--- src/fbvp_end.sv ---
`timescale 1ns/10ps
`default_nettype none
`default_nettype wire

--- src/fbvp_pkg.sv ---
`default_nettype none
package fbvp_pkg;

  ////////////////////////////////////////////////////////////////////////////
  // Item counts of each cyclic input module
  localparam logic [3:0] ELEC_ITEMS = 4'h6;
  localparam logic [3:0] MOTOR_ITEMS = 4'h8;
  localparam logic [3:0] MAINT_ITEMS = 4'h7;
  localparam logic [3:0] AUX_ITEMS = 4'h4;
  localparam logic [3:0] THERM_INT_ITEMS = 4'h3;
  localparam logic [3:0] THERM_ITEMS = 4'h4;
  localparam int ITEM_IDX_W = 3;
  localparam int LANE_IDX_W = 2;

  // Index of the last byte lane of one item on the wire
  localparam logic [LANE_IDX_W-1:0] LAST_LANE_WORD = 2'h1;
  localparam logic [LANE_IDX_W-1:0] LAST_LANE_DWORD = 2'h3;

  // Single-precision field positions and bias
  localparam int FLT_SIGN_POS = 31;
  localparam int FLT_EXP_HI = 30;
  localparam int FLT_EXP_LO = 23;
  localparam int FLT_MAN_HI = 22;
  localparam int FLT_EXP_BIAS = 127;
  localparam logic [7:0] FLT_EXP_MAX = 8'hff;

  // Bit position of the low bit of each byte lane
  localparam int LANE3_LO = 24;
  localparam int LANE2_LO = 16;
  localparam int LANE1_LO = 8;
  localparam int LANE0_LO = 0;

  // Reset values
  localparam logic [15:0] FRAME_COUNT_RST = 16'h0000;

  ////////////////////////////////////////////////////////////////////////////
  // Frame format: serial register frame or big-endian fieldbus frame
  typedef enum logic {FMT_SERIAL, FMT_BIG} fbvp_fmt_e;

  // Wire type of one item
  typedef enum logic [1:0] {KIND_INT16, KIND_UINT32, KIND_FLOAT} fbvp_kind_e;

  // Cyclic input modules
  typedef enum logic [2:0] {MOD_ELEC, MOD_MOTOR, MOD_MAINT, MOD_AUX, MOD_THERM} fbvp_mod_e;

  // Snapshot of every value the modules carry
  typedef struct packed {
    logic [ELEC_ITEMS-1:0][31:0] elec_flt;
    logic [MOTOR_ITEMS-1:0][31:0] motor_u32;
    logic [MAINT_ITEMS-1:0][31:0] maint_u32;
    logic [AUX_ITEMS-1:0][31:0] aux_u32;
    logic [THERM_INT_ITEMS-1:0][15:0] therm_i16;
    logic [31:0] thermal_capacity_used;
  } fbvp_values_s;

  typedef struct packed {
    fbvp_kind_e kind;
    logic [31:0] value;
  } fbvp_item_s;

  typedef struct packed {
    fbvp_mod_e mod_sel;
    fbvp_fmt_e fmt;
  } fbvp_req_s;

  typedef struct packed {
    logic [7:0] data;
    logic first;
    logic last;
  } fbvp_byte_s;

  ////////////////////////////////////////////////////////////////////////////
  // Number of items in a module, zero for an unknown code
  function automatic logic [3:0] fbvp_item_count(input fbvp_mod_e m);
    case (m)
      MOD_ELEC: fbvp_item_count = ELEC_ITEMS;
      MOD_MOTOR: fbvp_item_count = MOTOR_ITEMS;
      MOD_MAINT: fbvp_item_count = MAINT_ITEMS;
      MOD_AUX: fbvp_item_count = AUX_ITEMS;
      MOD_THERM: fbvp_item_count = THERM_ITEMS;
      default: fbvp_item_count = 4'h0;
    endcase
  endfunction : fbvp_item_count

  // One byte lane of a 32-bit value
  function automatic logic [7:0] fbvp_lane(input logic [31:0] v, input int lo);
    fbvp_lane = v[lo +: 8];
  endfunction : fbvp_lane

  // True when the exponent field is all ones (infinity or not a number)
  function automatic logic fbvp_flt_special(input logic [31:0] v);
    fbvp_flt_special = (v[FLT_EXP_HI:FLT_EXP_LO] == FLT_EXP_MAX);
  endfunction : fbvp_flt_special

endpackage : fbvp_pkg
`default_nettype wire

--- src/fbvp_byte_sel.sv ---
`timescale 1ns/10ps
`default_nettype none
module fbvp_byte_sel (
  // Item and position
  input wire fbvp_pkg::fbvp_item_s item,
  input wire fbvp_pkg::fbvp_fmt_e fmt,
  input wire logic [fbvp_pkg::LANE_IDX_W-1:0] lane,
  // Wire byte
  output logic [7:0] byte_out,
  output logic last_lane
);
  import fbvp_pkg::*;

  ////////////////////////////////////////////////////////////////////////////
  // Byte order per frame format and item kind
  always_comb begin
    byte_out = 8'h00;
    if (item.kind == KIND_INT16) begin
      last_lane = (lane == LAST_LANE_WORD);
      byte_out = (lane == 2'h0) ? fbvp_lane(item.value, LANE1_LO) : fbvp_lane(item.value, LANE0_LO); // RULE_02
    end else begin
      last_lane = (lane == LAST_LANE_DWORD); // RULE_05
      if (fmt == FMT_BIG) begin
        // Big endian whatever the kind
        case (lane)
          2'h0: byte_out = fbvp_lane(item.value, LANE3_LO); // RULE_03
          2'h1: byte_out = fbvp_lane(item.value, LANE2_LO); // RULE_03
          2'h2: byte_out = fbvp_lane(item.value, LANE1_LO); // RULE_03
          default: byte_out = fbvp_lane(item.value, LANE0_LO); // RULE_03
        endcase
      end else begin
        // Low word first, each word high byte first; floats share it
        case (lane)
          2'h0: byte_out = fbvp_lane(item.value, LANE1_LO); // RULE_01 RULE_02
          2'h1: byte_out = fbvp_lane(item.value, LANE0_LO); // RULE_01 RULE_02
          2'h2: byte_out = fbvp_lane(item.value, LANE3_LO); // RULE_01 RULE_02
          default: byte_out = fbvp_lane(item.value, LANE2_LO); // RULE_01 RULE_02
        endcase
      end
    end
  end

endmodule : fbvp_byte_sel
`default_nettype wire

--- src/fbvp_item_map.sv ---
`timescale 1ns/10ps
`default_nettype none
module fbvp_item_map (
  // Frozen values and selection
  input wire fbvp_pkg::fbvp_values_s vals,
  input wire fbvp_pkg::fbvp_mod_e mod_sel,
  input wire logic [fbvp_pkg::ITEM_IDX_W-1:0] item_idx,
  // Selected item
  output fbvp_pkg::fbvp_item_s item
);
  import fbvp_pkg::*;

  logic [3:0] idx_ext;

  assign idx_ext = {1'b0, item_idx};

  ////////////////////////////////////////////////////////////////////////////
  // Item order inside each module; out of range reads as zero, except thermal, where it reads the capacity float
  always_comb begin
    item.kind = KIND_UINT32;
    item.value = 32'h0000_0000;
    case (mod_sel)
      MOD_ELEC: begin
        item.kind = KIND_FLOAT; // RULE_06
        if (idx_ext < ELEC_ITEMS) begin
          item.value = vals.elec_flt[item_idx]; // RULE_06
        end
      end
      MOD_MOTOR: begin
        item.value = vals.motor_u32[item_idx]; // RULE_07
      end
      MOD_MAINT: begin
        if (idx_ext < MAINT_ITEMS) begin
          item.value = vals.maint_u32[item_idx]; // RULE_08
        end
      end
      MOD_AUX: begin
        if (idx_ext < AUX_ITEMS) begin
          item.value = vals.aux_u32[item_idx[1:0]]; // RULE_09
        end
      end
      MOD_THERM: begin
        if (idx_ext < THERM_INT_ITEMS) begin
          item.kind = KIND_INT16; // RULE_10
          item.value = {16'h0000, vals.therm_i16[item_idx[1:0]]};
        end else begin
          item.kind = KIND_FLOAT; // RULE_10
          item.value = vals.thermal_capacity_used;
        end
      end
      default: begin
        item.value = 32'h0000_0000;
      end
    endcase
  end

endmodule : fbvp_item_map
`default_nettype wire

--- src/fbvp_packer.sv ---
// What this block does
// RULE_01 - Serial frame float bytes go bits 15-8, 7-0, 31-24, 23-16.
// RULE_02 - Integers: high byte first within a word, low word first.
// RULE_03 - Fieldbus cyclic frame sends every variable big endian.
// RULE_04 - Floats are single precision: sign 31, exponent 30-23 biased 127, mantissa 22-0.
// RULE_05 - Unsigned double integers take 32 bits in two 16-bit words.
// RULE_06 - Electrical extension module: six floats, frequency through distortion 3-1.
// RULE_07 - Running motor module: eight 32-bit entries in the given order.
// RULE_08 - Maintenance module: seven 32-bit counters in the given order.
// RULE_09 - Auxiliary module: counter one, counter two, timer one, timer two.
// RULE_10 - Thermal module: three signed 16-bit words then capacity used float.
// RULE_11 - Outside party reaches values by serial function codes or fieldbus slot/index.
// RULE_12 - All words of a frame come from one consistent value update.
`timescale 1ns/10ps
`default_nettype none
module fbvp_packer (
  // Clock and reset
  input wire logic clk_sys,
  input wire logic rst,
  // Measured values from the protection core
  input wire fbvp_pkg::fbvp_values_s vals,
  input wire logic vals_update,
  // Frame request
  input wire logic req_valid,
  output logic req_ready,
  input wire fbvp_pkg::fbvp_req_s req,
  // Byte stream towards the link
  output logic out_valid,
  input wire logic out_ready,
  output fbvp_pkg::fbvp_byte_s out_byte,
  // Status
  output logic busy,
  output logic req_error,
  output logic float_special,
  output logic vals_pending,
  output logic [15:0] frame_count
);
  import fbvp_pkg::*;

  ////////////////////////////////////////////////////////////////////////////
  // State
  typedef enum logic {ST_IDLE, ST_SEND} fbvp_fsm_e;

  typedef struct packed {
    fbvp_fsm_e fsm;
    fbvp_values_s shadow;
    fbvp_values_s snap;
    logic fresh;
    fbvp_req_s cur;
    logic [ITEM_IDX_W-1:0] item;
    logic [LANE_IDX_W-1:0] lane;
    fbvp_byte_s obyte;
    logic ovalid;
    logic err;
    logic fspec;
    logic [15:0] frames;
  } fbvp_state_s;

  fbvp_state_s s_r;
  fbvp_state_s s_nxt;
  fbvp_item_s item;
  logic [7:0] lane_byte;
  logic last_lane;
  logic [3:0] cur_count;
  logic slot_free;
  logic last_item;

  ////////////////////////////////////////////////////////////////////////////
  // Item lookup and byte ordering on the frozen snapshot
  fbvp_item_map u_map (
    .vals(s_r.snap),
    .mod_sel(s_r.cur.mod_sel),
    .item_idx(s_r.item),
    .item(item)
  );

  fbvp_byte_sel u_sel (
    .item(item),
    .fmt(s_r.cur.fmt),
    .lane(s_r.lane),
    .byte_out(lane_byte),
    .last_lane(last_lane)
  );

  // Frame progress terms
  assign cur_count = fbvp_item_count(s_r.cur.mod_sel);
  assign slot_free = !s_r.ovalid || out_ready;
  assign last_item = ({1'b0, s_r.item} == (cur_count - 4'h1));

  ////////////////////////////////////////////////////////////////////////////
  // Next state
  always_comb begin
    s_nxt = s_r;
    s_nxt.err = 1'b0;
    // Each update replaces the whole shadow at once
    if (vals_update) begin
      s_nxt.shadow = vals; // RULE_12
      s_nxt.fresh = 1'b1;
    end
    // Output byte leaves when the link takes it
    if (s_r.ovalid && out_ready) begin
      s_nxt.ovalid = 1'b0;
    end
    case (s_r.fsm)
      ST_IDLE: begin
        if (req_valid) begin
          // Request format picks serial or fieldbus ordering
          if (fbvp_item_count(req.mod_sel) == 4'h0) begin
            s_nxt.err = 1'b1;
          end else begin
            s_nxt.cur = req; // RULE_11
            s_nxt.item = '0;
            s_nxt.lane = '0;
            s_nxt.fspec = 1'b0;
            // Freeze one consistent set for the whole frame
            s_nxt.snap = vals_update ? vals : s_r.shadow; // RULE_12
            s_nxt.fresh = 1'b0;
            s_nxt.fsm = ST_SEND;
          end
        end
      end
      ST_SEND: begin
        if (slot_free) begin
          s_nxt.obyte.data = lane_byte;
          s_nxt.obyte.first = (s_r.item == '0) && (s_r.lane == '0);
          s_nxt.obyte.last = last_lane && last_item;
          s_nxt.ovalid = 1'b1;
          // Exponent all ones flags a value outside the finite range
          if (item.kind == KIND_FLOAT && s_r.lane == '0 && fbvp_flt_special(item.value)) begin
            s_nxt.fspec = 1'b1; // RULE_04
          end
          if (last_lane) begin
            s_nxt.lane = '0;
            s_nxt.item = s_r.item + 3'h1;
            if (last_item) begin
              s_nxt.item = '0;
              s_nxt.frames = s_r.frames + 16'h0001;
              s_nxt.fsm = ST_IDLE;
            end
          end else begin
            s_nxt.lane = s_r.lane + 2'h1;
          end
        end
      end
      default: begin
        s_nxt.fsm = ST_IDLE;
      end
    endcase
  end

  ////////////////////////////////////////////////////////////////////////////
  // State register
  always_ff @(posedge clk_sys or posedge rst) begin
    if (rst) begin
      s_r <= '0;
      s_r.fsm <= ST_IDLE;
      s_r.frames <= FRAME_COUNT_RST;
    end else begin
      s_r <= s_nxt;
    end
  end

  ////////////////////////////////////////////////////////////////////////////
  // Outputs
  assign req_ready = (s_r.fsm == ST_IDLE);
  assign out_valid = s_r.ovalid;
  assign out_byte = s_r.obyte;
  assign busy = (s_r.fsm == ST_SEND) || s_r.ovalid;
  assign req_error = s_r.err;
  assign float_special = s_r.fspec;
  assign vals_pending = s_r.fresh;
  assign frame_count = s_r.frames;

endmodule : fbvp_packer
`default_nettype wire

--- config.mk ---
export PLATFORM = sky130hd
export DESIGN_NAME = fbvp_packer
export DESIGN_NICKNAME = d
export VERILOG_FILES = /design/src/fbvp_end.sv /design/src/fbvp_pkg.sv /design/src/fbvp_byte_sel.sv /design/src/fbvp_item_map.sv /design/src/fbvp_packer.sv
export SDC_FILE = /design/constraint.sdc
export NUM_CORES = 2
export LEC_CHECK = 0
export BUFFER_PORTS_ARGS = -buffer_cell sky130_fd_sc_hd__buf_2
export CAP_MARGIN = 20
export CORE_MARGIN = 10
export CORE_UTILIZATION = 50
export DETAILED_ROUTE_END_ITERATION = 16
export GPL_ROUTABILITY_DRIVEN = 0
export PLACE_DENSITY_LB_ADDON = 0.15
export SKIP_LAST_GASP = 1
export SLEW_MARGIN = 20
export SYNTH_ARGS = -nofsm -noshare
export SYNTH_HDL_FRONTEND = slang
export SYNTH_SLANG_ARGS = --single-unit
--- constraint.sdc ---
create_clock -name clk_sys -period 62 [get_ports clk_sys]
set_clock_uncertainty 0.1 [all_clocks]
set_input_delay 0 -clock clk_sys [delete_from_list [all_inputs] [get_ports clk_sys]]
set_output_delay 0 -clock clk_sys [all_outputs]
set_load 0.01 [all_outputs]
==> impl_metrics.yaml <==
yosys:
  yosysSeqAreaShare: 0.600
  ys_ff_latch: 1800
  synth_cell_type_count: 76
  synth_top_area_share: 0.600
  synth_top_area_cell: "dfrtp_1"
  synth-edff-count: 0
  ys_async_sr_fraction: 1.00
  yosys_warnings: 0
  ys.flop_type: "dfrtp_1"
  syn_inst: 6613
  synth.avg_cell_area_um2: 11.4
  syn_area_mm2: 0.0751
  syn_nets: 7510
  synth_area_leaders: "dfrtp_1 60%, mux2_2 15%, nand2_1 14%"
routing:
  wirelength_um: 296000
  routedWlPerCell_um: 25.9
  first_iter_violations: 5918
  vias: 64133
  drc: 0
  drtPass1Iterations: 7
  avgViaCountPerCell: 5.61
  antenna_left: 0
grt:
  grt_start_max_net_pins: 211
  grt_overflow: 0
  grt_pass1_wl_um: 442000
  antenna_found_initial: 86
  grt_pass1_vias: 68751
  grtUsageTotal: 0.350
worst_setup_path:
  path_cells: "dlygate4sd3_1, buf_2, dlygate4sd3_1, inv_8, buf_4, buf_4, buf_4, buf_4, buf_12, buf_4"
  crit_path_end_kind: "asynchronous set/reset pin"
  worst-r2r-cell-count: 9
  setup.worst_path.class: "in -> async"
  critPathMaxStageDelay_ps: 880
  ff2ff_setup_slack_ps: 56970
  r2r_end: "out_byte[4]"
  rr_startpoint: "s_r[31]"
  cp.arrival_ps: 6550
  start_kind: "input port"
  critPathMaxFanout: 169
  slowest_stage: "buf_4"
  crit_required_ps: 62670
  crit_family: "buffers and inverters"
  cpMostUsedCell: "buf_4"
  path_buf_inv: 10
place:
  place_hpwl_um: 177000
  dpl_worst_slack_ps: 56170
  port_buffers: 920
  dp.cells: 9183
power_and_ir_drop:
  netSwitchingPower_mw: 1.49
  leakage_nw: 50.4
  clkPwrFrac: 0.273
  p_total_mw: 4.19
  seq_power_share: 0.416
  cell_internal_pwr_mw: 2.70
  sw_frac_of_total: 0.356
  powerDensity_mw_per_mm2: 39.6
  power_frac_comb: 0.311
  max-vdd-ir-drop_v: 0.0000287
sta:
  final-max-slew-violation-count: 0
  post-route-min-period_ps: 5880
  fmax_ghz: 0.170
  worst_slack_ps: 56120
  timing_hold_violations_final: 0
  finalSetupViolations: 0
  rsz0062_at_grt: "false"
  max_slew_margin: 0.197
  post-route-period-util: 0.0948
  fin_setup_tns_ps: 0
  hold_slack_ps: 31.4
  worst_pin_slew_ps: 1190
cells_and_area:
  drive_above_1_share: 0.255
  fin_cells: 11432
  fin_nets: 10094
  syn_to_final_growth_pct: 40.8
clocking:
  clock-root-buffer: "clkbuf_16"
  post_cts_buffers: 0
  cts_buffer_depth: 3
  clk_latency_ps: 810
  clk_pin_slew_ps: 60
  cts_hold_buf: 1842
  htree_num_levels: 4
  numCtsBuffers: 185
  clock_sinks: 1800
  cts_tree: "done"
  post_cts_resized: 0
worst_hold_path:
  whs_path_depth: 3
  hold_start: "vals[31]"
  hold_end: "s_r[950]"
  hold_path_class: "in -> reg"
floorplan:
  die_y_um: 408
  ios: 921
  core_mm2: 0.150
  start_util: 0.502
  die_w_um: 408
  dieArea_mm2: 0.166
  rows: 142
run_status:
  status: "finished clean"
job:
  maxCapViolations: 0
## area by class of cell
cell class / count / area, um2
Inverter: 17 / 72.6
Clock buffer: 284 / 5430
Timing Repair Buffer: 2835 / 23700
Sequential cell: 1800 / 45100
Tap cell: 2016 / 2520
Multi-Input combinational cell: 4358 / 28100
Antenna cell: 67 / 168
Fill cell: 9886 / 43800
Clock inverter: 55 / 723
## metal layers
metal,track usage,wire (um),part of all wire,up-vias
li1,-,-,-,27169
met1,0.417,110000,0.37,32339
met2,0.570,142000,0.48,3388
met3,0.0956,24200,0.082,1181
met4,0.202,20400,0.069,56
met5,0.00345,328,0.0011,-
## worst reg2reg max path, delay by kind of cell, from the launching register on
| kind | cells | cell delay, ps |
|---|---|---|
| AO/OA/AOI/OAI | 5 | 1410 |
| buffers and inverters | 2 | 1180 |
| flip-flops | 1 | 980 |
| multiplexers | 2 | 1210 |
## kinds of logic after synthesis
kind of cell,share of synthesized area
xor+xnor,0.00198
buf+inv,0.0272
simple gates,0.147
compound gates,0.0307
mux,0.192
flops,0.600
fa+ha+maj,0.00133
## worst max-delay path by stage
stage	to	from	cells past startpoint	slack, ps
2_1_floorplan	float_special	rst	1	11080
3_3_place_gp	s_r[1234]	rst	8	56270
3_5_place_dp	s_r[1234]	rst	8	56170
4_1_cts	s_r[1211]	rst	10	55850
5_1_grt	s_r[1183]	rst	10	55250
6_report	s_r[1159]	rst	10	56120
## metrics by stage
stage / util / area [um2]
after CTS: 0.706 / 106000
final: 0.707 / 106000
after detailed placement: 0.541 / 81000
after global placement: 0.541 / 81000
after floorplan: - / 75100
after global routing: 0.707 / 106000
## flip-flops by register name, summed over array words and instances, names as in the netlist
register	flops
out_valid	1
frame_count	16
out_byte	10
float_special	1
req_error	1
vals_pending	1
s_r	1770
## placed cells by master, fill, tap and decap left out, types with 43 or more instances in the layout
cell type	n
dlygate4sd3_1	1842
dfrtp_1	1797
mux2_2	973
nor2_1	47
buf_4	59
mux2i_1	65
diode_2	67
clkbuf_1	62
clkbuf_16	190
a221oi_1	43
mux4_2	113
buf_2	919
nand2_1	2718
## power groups by stage
stage / clock network [mW] / logic (mW) / registers (mW)
5_1_grt: 1.20 / 1.39 / 1.77
4_1_cts: 1.15 / 1.26 / 1.72
2_1_floorplan: 0 / 0.778 / 1.67
6_report: 1.15 / 1.30 / 1.74
3_3_place_gp: 0 / 1.14 / 1.72
3_5_place_dp: 0 / 1.16 / 1.74
## synthesized netlist by cell type, drive strengths merged (10+ instances only)
cell	n
nor3	19
buf	110
o21ai	29
a22oi	37
inv	17
o22ai	13
and2	10
mux2i	65
a221oi	43
nor2	47
clkbuf	328
mux2	973
a221o	29
a21oi	37
a31oi	12
nand3	16
mux4	124
dfrtp	1800
nand2	2718
o31ai	18
Note: power is estimated with default switching activity, not from simulation.
